**src/iomir_defs.svh**
```systemverilog
`ifndef IOMIR_DEFS_SVH
`define IOMIR_DEFS_SVH

// source count: eight terminals plus logging-complete
`define IOMIR_NUM_SRC 9
`define IOMIR_NUM_TERM 8
// logging buffer depth that raises the logging-complete event
`define IOMIR_LOG_POINTS 5120
// request slot periods in ns and the clock period in ns
`define IOMIR_CLK_NS 10
`define IOMIR_SLOT_FAST_NS 50000
`define IOMIR_SLOT_SLOW_NS 100000
`define IOMIR_RESP_MAX_NS 200000
`define IOMIR_SLOT_FAST_CYC (`IOMIR_SLOT_FAST_NS / `IOMIR_CLK_NS)
`define IOMIR_SLOT_SLOW_CYC (`IOMIR_SLOT_SLOW_NS / `IOMIR_CLK_NS)
`define IOMIR_VEC_W 10
`define IOMIR_VEC_NONE 10'h000

`endif

```
**src/iomir_pkg.sv**
```systemverilog
package iomir_pkg;
    `include "iomir_defs.svh"

    // one entry of the interrupt setting table
    typedef struct packed {
        logic valid;
        logic [`IOMIR_VEC_W-1:0] vector;
    } iomir_vec_cfg_t;

    // request handed to the host
    typedef struct packed {
        logic valid;
        logic [3:0] number;
        logic [`IOMIR_VEC_W-1:0] vector;
    } iomir_req_t;

    typedef enum logic [1:0] {
        IOMIR_IDLE,
        IOMIR_EMIT,
        IOMIR_GAP
    } iomir_state_t;
endpackage : iomir_pkg

```
**src/iomir_rate_div.sv**
```systemverilog
`timescale 1ns/10ps
// slot enable divider: one pulse per selected period
module iomir_rate_div #(
    parameter int FAST_CYC = 5000,
    parameter int SLOW_CYC = 10000
) (
    input wire logic clk_i,
    input wire logic rst_i,
    input wire logic slow_i,
    output logic tick_o
);
    logic [16:0] cnt_r;
    logic [16:0] cnt_nxt;
    wire [16:0] limit = slow_i ? 17'(SLOW_CYC - 1) : 17'(FAST_CYC - 1);
    wire at_end = (cnt_r >= limit);

    assign cnt_nxt = at_end ? 17'h00000 : cnt_r + 17'h00001;

    always_ff @(posedge clk_i or posedge rst_i) begin
        if (rst_i) begin
            cnt_r <= 17'h00000;
            tick_o <= 1'b0;
        end else begin
            cnt_r <= cnt_nxt;
            tick_o <= at_end;
        end
    end
endmodule : iomir_rate_div

```
**src/iomir_core.sv**
```systemverilog
`timescale 1ns/10ps
// Summary of operation
// - a source terminal going high (rising edge) raises a request to the host
// - logging buffer reaching 5120 points raises a request
// - at most nine vectors exist per device
// - counter event or compare outputs drive the source terminals
// - terminals 0..7 and logging map to numbers 1..9, each with a vector
// - sources without a configured vector never request
// - logging request also needs the logging interrupt enable
// - a source firing again later requests again, no acknowledge needed
// - requests leave on a 50 us slot; repeats within a slot are dropped
// - slot becomes 100 us in synchronized high-speed mode or conversion logging
// - response latency stays within 200 us while logging runs
// - vector settings apply only after they are written in
module iomir_core
    import iomir_pkg::*;
#(
    parameter int NSRC = `IOMIR_NUM_SRC,
    parameter int NTERM = `IOMIR_NUM_TERM,
    parameter int LOG_POINTS = `IOMIR_LOG_POINTS,
    parameter int FAST_CYC = `IOMIR_SLOT_FAST_CYC,
    parameter int SLOW_CYC = `IOMIR_SLOT_SLOW_CYC
) (
    input wire logic clk_i,
    input wire logic rst_i,
    input wire logic [NTERM-1:0] cnt_match_i,
    input wire logic [NTERM-1:0] cnt_event_i,
    input wire logic log_store_i,
    input wire logic log_restart_i,
    input wire logic log_irq_en_i,
    input wire logic sync_hs_mode_i,
    input wire logic adc_log_active_i,
    input wire logic cfg_write_i,
    input wire logic [3:0] cfg_index_i,
    input wire iomir_vec_cfg_t cfg_data_i,
    output iomir_req_t req_o,
    output logic [NTERM-1:0] term_o,
    output logic log_done_o,
    output logic [NSRC-1:0] pending_o
);
    ////////////////////////////////////////////////////////////////////////
    // configuration table, loaded only by explicit writes
    iomir_vec_cfg_t vec_r [NSRC];
    wire cfg_hit = cfg_write_i && (cfg_index_i >= 4'h1) && (cfg_index_i <= 4'(NSRC));
    wire [3:0] cfg_slot = cfg_index_i - 4'h1;

    always_ff @(posedge clk_i or posedge rst_i) begin
        if (rst_i) begin
            for (int i = 0; i < NSRC; i++) vec_r[i] <= '0;
        end else if (cfg_hit) begin
            vec_r[cfg_slot] <= cfg_data_i;
        end
    end

    ////////////////////////////////////////////////////////////////////////
    // source terminals and logging counter
    logic [NTERM-1:0] term_prev_r;
    logic [12:0] log_cnt_r;
    logic [12:0] log_cnt_nxt;
    logic log_fire;
    wire [NTERM-1:0] term_lvl = cnt_match_i | cnt_event_i;
    // rising high on a terminal is an event
    wire [NTERM-1:0] term_rise = term_lvl & ~term_prev_r;
    // fill point of the logging area
    assign log_fire = log_store_i && (log_cnt_r == 13'(LOG_POINTS - 1));
    assign log_cnt_nxt = log_restart_i ? 13'h0000 :
        log_fire ? 13'h0000 : (log_store_i ? log_cnt_r + 13'h0001 : log_cnt_r);

    always_ff @(posedge clk_i or posedge rst_i) begin
        if (rst_i) begin
            term_prev_r <= '0;
            log_cnt_r <= 13'h0000;
            term_o <= '0;
            log_done_o <= 1'b0;
        end else begin
            term_prev_r <= term_lvl;
            log_cnt_r <= log_cnt_nxt;
            term_o <= term_lvl;
            log_done_o <= log_fire && !log_restart_i;
        end
    end

    ////////////////////////////////////////////////////////////////////////
    // gating by vector and enable
    logic [NSRC-1:0] src_evt;
    logic [NSRC-1:0] src_ok;
    // source order is terminals first, logging last
    assign src_evt = {log_fire && !log_restart_i, term_rise};
    // vector must be set; logging also needs its enable
    always_comb begin
        src_ok = '0;
        for (int i = 0; i < NSRC; i++) src_ok[i] = vec_r[i].valid;
        src_ok[NSRC-1] = vec_r[NSRC-1].valid && log_irq_en_i;
    end
    wire [NSRC-1:0] src_take = src_evt & src_ok;

    ////////////////////////////////////////////////////////////////////////
    // slot timing
    logic tick;
    wire slow_sel = sync_hs_mode_i || adc_log_active_i;
    iomir_rate_div #(
        .FAST_CYC(FAST_CYC),
        .SLOW_CYC(SLOW_CYC)
    ) u_div (
        .clk_i(clk_i),
        .rst_i(rst_i),
        .slow_i(slow_sel),
        .tick_o(tick)
    );

    ////////////////////////////////////////////////////////////////////////
    // pending flags and request emission
    logic [NSRC-1:0] pend_r;
    logic [NSRC-1:0] pend_nxt;
    logic [NSRC-1:0] emit_mask;
    logic [3:0] emit_idx;
    // lowest pending terminal leaves first in each slot
    always_comb begin
        emit_mask = '0;
        emit_idx = 4'h0;
        for (int i = NSRC - 1; i >= 0; i--) begin
            if (pend_r[i]) begin
                emit_mask = '0;
                emit_mask[i] = 1'b1;
                emit_idx = 4'(i);
            end
        end
        // logging jumps the queue
        // keeps its wait within one slow slot even with all terminals pending
        if (pend_r[NSRC-1]) begin
            emit_mask = '0;
            emit_mask[NSRC-1] = 1'b1;
            emit_idx = 4'(NSRC - 1);
        end
    end
    wire emit = tick && (|pend_r);
    // set wins over clear; repeats fold into one flag
    assign pend_nxt = (pend_r & ~(emit ? emit_mask : '0)) | src_take;

    always_ff @(posedge clk_i or posedge rst_i) begin
        if (rst_i) begin
            pend_r <= '0;
            pending_o <= '0;
        end else begin
            pend_r <= pend_nxt;
            pending_o <= pend_nxt;
        end
    end

    // cycles the logging request has waited
    localparam int RESP_CYC = 2 * SLOW_CYC;
    logic [15:0] log_wait_r;
    always_ff @(posedge clk_i or posedge rst_i) begin
        if (rst_i) begin
            log_wait_r <= 16'h0000;
        end else if (!pend_r[NSRC-1]) begin
            log_wait_r <= 16'h0000;
        end else if (log_wait_r != 16'hFFFF) begin
            log_wait_r <= log_wait_r + 16'h0001;
        end
    end

    // one request per slot, number 1..9, no acknowledge
    always_ff @(posedge clk_i or posedge rst_i) begin
        if (rst_i) begin
            req_o <= '0;
        end else begin
            req_o.valid <= emit;
            req_o.number <= emit ? emit_idx + 4'h1 : 4'h0;
            req_o.vector <= emit ? vec_r[emit_idx].vector : `IOMIR_VEC_NONE;
        end
    end
endmodule : iomir_core

```
**config.mk**
```make
export PLATFORM = sky130hd
export DESIGN_NAME = iomir_core
export DESIGN_NICKNAME = d
export VERILOG_FILES = /design/src/iomir_pkg.sv /design/src/iomir_rate_div.sv /design/src/iomir_core.sv
export VERILOG_INCLUDE_DIRS = /design/src
export SDC_FILE = /design/constraint.sdc
export NUM_CORES = 1
export LEC_CHECK = 0
export BUFFER_PORTS_ARGS = -buffer_cell sky130_fd_sc_hd__buf_2
export CAP_MARGIN = 20
export CORE_MARGIN = 5
export CORE_UTILIZATION = 40
export CTS_CLUSTER_DIAMETER = 30
export DETAILED_ROUTE_END_ITERATION = 10
export PLACE_DENSITY_LB_ADDON = 0.2
export SYNTH_ARGS = -nofsm -noshare
export SYNTH_HDL_FRONTEND = slang
export SYNTH_SLANG_ARGS = --single-unit
```
**constraint.sdc**
```tcl
create_clock -name clk_i -period 7.05 [get_ports clk_i]
set_input_delay 0.705 -clock clk_i [delete_from_list [all_inputs] [get_ports clk_i]]
set_output_delay 0.705 -clock clk_i [all_outputs]
set_load 0.01 [all_outputs]
```
; ---- Yosys cells after proc, flatten, opt, wreduce, memory -nomap -nowiden
; Cells that the tools add are included.
[classes]
n_lt_le_gt_ge = 6
n_bitwise = 9
addsub = 4
reduce_logical = 11
n_eq_ne = 1
muxes = 32
[op_table]
columns = cell, count
row1 = $bwmux W99, 1
row2 = $mux W9, 9
row3 = $bmux W11 S4, 1
row4 = $demux W11 S4, 1
row5 = $mux W13, 3
row6 = $mux W4, 9
row7 = $mux W10, 3
row8 = $and A9 B9 Y9, 2
row9 = $add A17 B1 Y17 const B, 1
row10 = $ge A17 B17 Y1, 1
row11 = $mux W17, 1
row12 = $mux W14, 1
row13 = $add A13 B1 Y13 const B, 1
row14 = $eq A13 B13 Y1 const B, 1
row15 = $mux W11, 1
row16 = $ge A5 B5 Y1 const B, 2
row17 = $not A4 Y5, 2
row18 = $not A9 Y9, 1
row19 = $or A9 B9 Y9, 1
row20 = $reduce_or A9 Y1, 1
row21 = $and A8 B8 Y8, 1
row22 = $mux W8, 1
row23 = $not A8 Y8, 1
row24 = $or A8 B8 Y8, 1
row25 = other kinds (10), 16
[totals]
wordCells = 90
register_bits = 163
output_inout_bits = 33

; ---- Logic depth before layout (Yosys ltp)
; Gate-level depths: netlist (run 1).
[depth]
ltp_word = 14
mapped_depth = 9

; ---- Modules after synthesis
; A second synthesis (run 1) with hierarchy kept.
[hier_totals]
cells_unflattened = 585
hier_area_um2 = 7452.1
[modules_own_cells]
columns = module, area_per_inst_um2, n_inst, cells_per_inst, seq_area_each_um2
row1 = iomir_core, 6394.9, 1, 492, 3628.5
row2 = iomir_rate_div, 1057.3, 1, 93, 450.4

; ---- Least setup slack after synthesis (run 1)
; Ideal clock, no wire load.
[synth_path]
path_type = input to register
start = input port adc_log_active_i
end = register u_div.cnt_r[14]
setup_slack_ns = 4.649
arrival_time_ns = 2.281
cell_stages = 8
path_buffers = 1
path_cell_list = or2_2 > ha_1 > nand4_1 > nor3_2 > a221oi_2 > o311ai_4 > buf_4 > nor2_1
[synth_between]
elab_chain_len = 4
[synth_lines]
columns = item, line_no
row1 = from (decl), iomir_core.sv:32  ; input wire logic adc_log_active_i,
row2 = $logic_or A1 B1 Y1, iomir_core.sv:100  ; wire slow_sel = sync_hs_mode_i || adc_log_active_i;
row3 = $mux W14, iomir_rate_div.sv:14  ; wire [16:0] limit = slow_i ? 17'(SLOW_CYC - 1) : 17'(FAST_CYC - 1);
row4 = $ge A17 B17 Y1, iomir_rate_div.sv:15  ; wire at_end = (cnt_r >= limit);
row5 = via u_div.at_end, iomir_rate_div.sv:15
row6 = $mux W17, iomir_rate_div.sv:17  ; assign cnt_nxt = at_end ? 17'h00000 : cnt_r + 17'h00001;
row7 = via u_div.cnt_nxt[14], iomir_rate_div.sv:13  ; logic [16:0] cnt_nxt;
row8 = to (signal assigned), iomir_rate_div.sv:24  ; cnt_r <= cnt_nxt;
row9 = to (decl), iomir_rate_div.sv:12  ; logic [16:0] cnt_r;
; The timed path passes the listed nets, and every way through them passes these cells.
; A chain may end at the register's enable or synchronous reset.

; ---- Final worst setup path (run 1)
[layout_path]
start = register u_div.tick_o
end = register req_o[4] (netlist bit)
[layout_between]
elab_chain_len = 2
[layout_lines]
columns = item, line_no
row1 = from (decl), iomir_rate_div.sv:10  ; output logic tick_o
row2 = from (signal assigned), iomir_rate_div.sv:25  ; tick_o <= at_end;
row3 = $logic_and A1 B1 Y1, iomir_core.sv:136  ; wire emit = tick && (|pend_r);
row4 = $mux W10 (no source line), n/a
row5 = to (decl), iomir_core.sv:36  ; output iomir_req_t req_o,
; Every way passes these cells.

==> impl_metrics.csv, run 1 <==
group,metric,value,unit
status,outcome,"completed",
placed_design,io_buffers,71,
power_and_ir_drop,p_sw_frac,0.323,
setup_path,critPathArrivalTime,2.76,ns
worst_hold_path,hold_path_class,"primary input to asynchronous set/reset pin",
final_layout,drive_gt1_frac,0.380,
final_layout,fill_cells,1661,
timing,slew_violations,0,
routing,drt_iter0_markers,210,
routing,num_vias,4740,
global_routing,gr-total-overflow,0,
routing,viasPerCell,5.40,
die,pin_count,72,
logic_synthesis,syn_area,7360,µm²
final_layout,design_area,8520,µm²
setup_path,crit_type,"register to register",
setup_path,r2r_setup_slack,4.64,ns
setup_path,worst_path_dominant_cell_family,"compound AO/OA/AOI/OAI gates",
clock_tree,cts_tree,"done",
timing,slew_headroom,0.405,
routing,drtAntennaViolNets,0,
timing,rsz0062_at_grt,"no",
clock_tree,cts_resized,0,
routing,top_layer,"met4",
final_layout,antennaDiodeCount,0,
logic_synthesis,synthArstFlopShare,1.00,
setup_path,cpPeakStageDelay,0.88,ns
die,core,18000,µm²
die,die_w,146,µm
timing,fin_setup_tns,0,ns
logic_synthesis,seq_area_frac_synth,0.554,
placed_design,place_congestion,0.789,
clock_tree,clkTransAtPathRegs,0.06,ns
power_and_ir_drop,power.density,353,nW/µm²
clock_tree,cts_hold_buf,0,
die,die-area,21200,µm²
timing,max_freq,415,MHz
setup_path,crit_fanout,16,
power_and_ir_drop,p_clk_frac,0.304,
clock_tree,clockRootBuffer,"clkbuf_16",
final_layout,final_common_cell,"dfrtp_1",
final_layout,finalNetCount,682,
logic_synthesis,synth.avg_cell_area,13.2,µm²
final_layout,layout_common_cells,"dfrtp_1 (163), mux2_2 (89), buf_2 (71), nor2_1 (41), nand2_1 (21)",
placed_design,dp_hpwl,10.6,mm
logic_synthesis,ys.flop_type,"dfrtp_1",
die,die_h,146,µm
timing,hold_ws,0.469,ns
final_layout,area_delta_synth_final,15.6,%
setup_path,worst_r2r_endpoint,"req_o[4]",
setup_path,start_kind,"register",
timing,period_share,0.342,
power_and_ir_drop,p_leak,3.79,nW
routing,drc,0,
global_routing,grt_pass1_vias,5131,
setup_path,critPathSlowestCell,"dfrtp_1",
logic_synthesis,ys_warn_count,0,
logic_synthesis,netlist_instances,558,
power_and_ir_drop,p_switching,0.970,mW
placed_design,post-place-cells,845,
job,maxCapViolCount,0,
setup_path,crit_buf_inv,0,
timing,tightestPinTransition,0.893,ns
die,num_rows,49,
timing,layout_min_cycle_time,2.41,ns
routing,post_drt_wl_per_cell,19.0,µm
clock_tree,htree_levels,4,
clock_tree,cts_setup_buffers,0,
setup_path,rr_startpoint,"u_div.tick_o",
timing,hold_viol_final,0,
die,start_util,0.409,
global_routing,antenna_found_initial,0,
setup_path,crit_path_end_kind,"register",
setup_path,cp_data_required_time,7.40,ns
routing,wl_met2,8.53,mm
logic_synthesis,ys_types,53,
clock_tree,clock_latency,0.42,ns
routing,wl_met3,744,µm
routing,wl,16.6,mm
power_and_ir_drop,power.internal,2.03,mW
clock_tree,cts_sinks,163,
power_and_ir_drop,seqPwrFrac,0.415,
placed_design,place_area,7930,µm²
final_layout,fin_util,0.472,
final_layout,fin_cells,877,
power_and_ir_drop,p_comb_frac,0.282,
setup_path,worstRegToRegCells,5,
logic_synthesis,synth_seq_cells,163,
global_routing,grt_max_degree,98,
setup_path,crit_chain,"nor2b_1 > a21boi_2 > o221ai_1 > a21oi_1 > a311o_1",
routing,wl_met1,7.23,mm
logic_synthesis,synth-edff-count,0,
routing,drt_pre_antenna_iters,4,
global_routing,grt_use_total,0.162,
timing,finalClockSkew,0.00569,ns
global_routing,grt_pass1_wl,27.5,mm
clock_tree,numCtsBuffers,17,
power_and_ir_drop,peakVddDrop,0.236,mV
clock_tree,cts_buffer_depth,2,
timing,setup-violations-final,0,
## worst max path at each step
stage,from,to,slack (ns),depth (start not counted)
6_report,u_div.tick_o,req_o[4],4.64,5
5_1_grt,u_div.tick_o,req_o[7],4.48,5
4_1_cts,u_div.tick_o,req_o[4],4.67,5
3_5_place_dp,adc_log_active_i,u_div.cnt_r[8],4.31,8
3_3_place_gp,adc_log_active_i,u_div.cnt_r[12],4.39,8
2_1_floorplan,rst_i,log_cnt_r[0],1.94,1
## registers in the layout (all words and copies together), names as in the netlist, 8 cells and up
name and flops:
vec_r 91, term_prev_r 8, u_div.cnt_r 17, pend_r 9, req_o 15, log_cnt_r 13, src_ok 8
## Yosys cell counts (all sizes together) (2+ instances only)
cell,number,share of area
dfrtp,163,0.55
mux2,99,0.15
nor2,41,0.021
a21oi,23,0.020
nand2,21,0.011
mux2i,20,0.027
o221ai,20,0.032
buf,19,0.020
xor2,17,0.020
inv,12,0.0061
a311o,10,0.014
nand3,10,0.0068
or2,9,0.0076
ha,8,0.014
nand3b,8,0.0082
nor3,7,0.0083
o21ai,7,0.0048
xnor2,7,0.0083
a32o,6,0.0082
nand4,6,0.0051
nand2b,5,0.0042
and4,4,0.0048
clkbuf,4,0.0020
or3,4,0.0034
and3,3,0.0025
nor4,3,0.0025
a21boi,2,0.0031
a221oi,2,0.0056
nand4b,2,0.0024
nor2b,2,0.0017
nor3b,2,0.0020
o21a,2,0.0020
## per-stage QoR
| step | power, mW | worst slack (ns) |
|---|---|---|
| 6_report | 3.00 | 4.64 |
| 3_3_place_gp | 2.09 | 4.39 |
| 4_1_cts | 3.04 | 4.67 |
| 2_1_floorplan | 1.90 | 1.94 |
| 3_5_place_dp | 2.11 | 4.31 |
| 5_1_grt | 3.17 | 4.48 |
## final cells by class
cell class	instances	area (µm²)	area share
sequential	163	4080	0.479
clock inverter	12	121	0.0143
tap	229	287	0.0336
multi-input combinational	361	3090	0.363
inverter	12	50.0	0.00588
clock buffer	20	467	0.0548
timing repair buffer	80	423	0.0497
## power by group through the flow
stage	registers (mW)	clock network, mW	logic, mW
6_report	1.25	0.912	0.846
3_5_place_dp	1.26	0	0.854
2_1_floorplan	1.26	0	0.645
3_3_place_gp	1.25	0	0.839
4_1_cts	1.24	0.935	0.859
5_1_grt	1.27	0.969	0.930
## cells by family after synthesis
kind of cell / count (synthesis) / share of synthesized area
multiplexers: 119 / 0.179
adder cells (fa/ha/maj): 8 / 0.0136
XOR/XNOR: 24 / 0.0285
buffers and inverters: 35 / 0.0282
AO/OA/AOI/OAI: 78 / 0.101
AND/OR/NAND/NOR: 130 / 0.0960
flip-flops: 163 / 0.554
other: 1 / 0.000509
## metal layers
metal  up-vias  GRT usage
met5         -          0
met4         0     0.0485
met3        10     0.0361
met2        93      0.279
met1      2454      0.205
li1       2183          -
(Power assumes the default switching activity.)
==> inputs of run 2 (changes only) <==
- clock period: 7.05 -> 2.1 ns (I/O delays scaled with it)
==> run 2 against run 1 <==
  * Fmax rose by 22%
  * Global-route usage increased by 0.34 points
  * Clock power rose to 3.4 times the previous value
  * Clock skew rose by 0.0026 ns
  * Power rose to 3.5 times the previous value
  * Sequential share of layout area decreased by 2.1 points
  * Largest cell class unchanged
  * Largest power group unchanged
==> impl_metrics.csv, run 2 (synthesized netlist as in run 1, its figures left out) <==
group,metric,value,unit
die,core,18000,µm²
final_layout,finalNetCount,715,
clock_tree,cts_tree,"done",
timing,period_share,0.938,
routing,num_vias,4919,
die,die_w,146,µm
die,die-area,21200,µm²
global_routing,grt_pass1_vias,5155,
power_and_ir_drop,power.density,1170,nW/µm²
routing,drt_iter0_markers,250,
clock_tree,clock_latency,0.43,ns
placed_design,place_congestion,0.801,
timing,rsz0062_at_grt,"no",
setup_path,critPathSlowestCell,"dfrtp_1",
routing,wl,17.5,mm
setup_path,r2r_setup_slack,0.13,ns
setup_path,critPathArrivalTime,2.28,ns
timing,hold_viol_final,0,
status,outcome,"completed",
clock_tree,clkTransAtPathRegs,0.07,ns
final_layout,antennaDiodeCount,0,
final_layout,area_delta_synth_final,20.9,%
timing,setup-violations-final,0,
final_layout,layout_common_cells,"dfrtp_1 (163), mux2_2 (89), buf_2 (71), nor2_1 (41), nand2_1 (21)",
power_and_ir_drop,p_leak,3.96,nW
die,pin_count,72,
setup_path,crit_buf_inv,1,
clock_tree,clockRootBuffer,"clkbuf_16",
final_layout,reg_top3,"vec_r x91, u_div.cnt_r x17, req_o x15",
worst_hold_path,hold_path_class,"primary input to register",
timing,tightestPinTransition,0.768,ns
setup_path,crit_type,"register to register",
timing,slew_violations,0,
clock_tree,cts_resized,0,
timing,setup_slack,0.130,ns
final_layout,fin_util,0.494,
global_routing,grt_pass1_wl,28.0,mm
global_routing,gr-total-overflow,0,
setup_path,crit_path_end_kind,"register",
setup_path,cpPeakStageDelay,0.48,ns
setup_path,worst_path_dominant_cell_family,"compound AO/OA/AOI/OAI gates",
placed_design,dp_slack,-0.226,ns
placed_design,dp_hpwl,11.1,mm
die,num_rows,49,
routing,post_drt_wl_per_cell,19.2,µm
final_layout,final_common_cell,"dfrtp_1",
power_and_ir_drop,peakVddDrop,0.659,mV
timing,finalClockSkew,0.00831,ns
timing,fin_setup_tns,0,ns
global_routing,antenna_found_initial,0,
setup_path,cp_data_required_time,2.41,ns
timing,layout_min_cycle_time,1.97,ns
clock_tree,htree_levels,4,
routing,drtAntennaViolNets,0,
final_layout,largest_reg_flops,91,
setup_path,crit_chain,"nand2b_1 > a221oi_4 > buf_12 > mux2i_1 > a21oi_2 > a311o_1",
routing,viasPerCell,5.41,
clock_tree,cts_buffer_depth,2,
placed_design,io_buffers,71,
timing,slew_headroom,0.488,
final_layout,drive_gt1_frac,0.382,
job,maxCapViolCount,0,
setup_path,crit_fanout,21,
routing,drc,0,
final_layout,largest_register,"vec_r",
global_routing,grt_max_degree,65,
global_routing,grt_use_total,0.166,
die,start_util,0.409,
timing,max_freq,508,MHz
die,die_h,146,µm
setup_path,start_kind,"register",
routing,drt_pre_antenna_iters,4,
clock_tree,numCtsBuffers,17,
clock_tree,cts_sinks,163,
## run 2: cell types whose count changed in the layout (fill, tap and decap cells not counted), sizes merged
cell	delta
inv	-3
dlygate4sd3	+18
buf	+15
clkinv	+3
clkinvlp	+1
clkbuf	-3
bufinv	+1
## run 2: final timing paths
kind | from | end | cells after the start
max reg2reg | pend_r[7] | req_o[2] | 6
min in group asynchronous | rst_i | u_div.cnt_r[1] | 3
max | pend_r[7] | req_o[2] | 6
min reg2reg | vec_r[59] | vec_r[59] | 1
max in group asynchronous | rst_i | vec_r[83] | 4
min | log_irq_en_i | pend_r[8] | 2
## run 2: where the power goes
part	leakage (nW)	internal, mW	switching (mW)
Clock	0.282	1.76	1.34
Combinational	1.64	1.50	1.63
Sequential	2.04	3.78	0.386
Total	3.96	7.04	3.35
## run 2: per-layer routing
| layer | GRT usage | vias up | routed length (µm) |
|---|---|---|---|
| li1 | - | 2257 | - |
| met1 | 0.209 | 2550 | 7610 |
| met2 | 0.285 | 96 | 8990 |
| met3 | 0.0402 | 16 | 667 |
| met4 | 0.0434 | 0 | 184 |
| met5 | 0 | - | 0 |
## run 2: through the flow
stage / hold slack [ns] / power, mW / area (µm²) / cells
global route: 0.0430 / 10.9 / 8900 / 909
global placement: 0.230 / 7.25 / 8120 / 859
CTS: 0.00994 / 10.5 / 8880 / 908
finish: 0.0347 / 10.4 / 8900 / 909
floorplan: 0.273 / 6.38 / 7370 / 559
detailed placement: 0.243 / 7.35 / 8120 / 859
## run 2: timing repair
action	4_1_cts	5_1_grt
endpoints found under the hold margin	22	0
buffers inserted	0	1
hold buffers	18	0
endpoints found under the setup margin	14	15
pin swaps	1	1
## run 2: final cells by class
cell class              count  area, µm²
clock buffers              17        425
clock inverters            14        158
fillers                  1607       9120
inverters                  12       48.8
multi-input cells         361       3090
flip-flops and latches    163       4080
well taps                 229        287
repair buffers            113        816
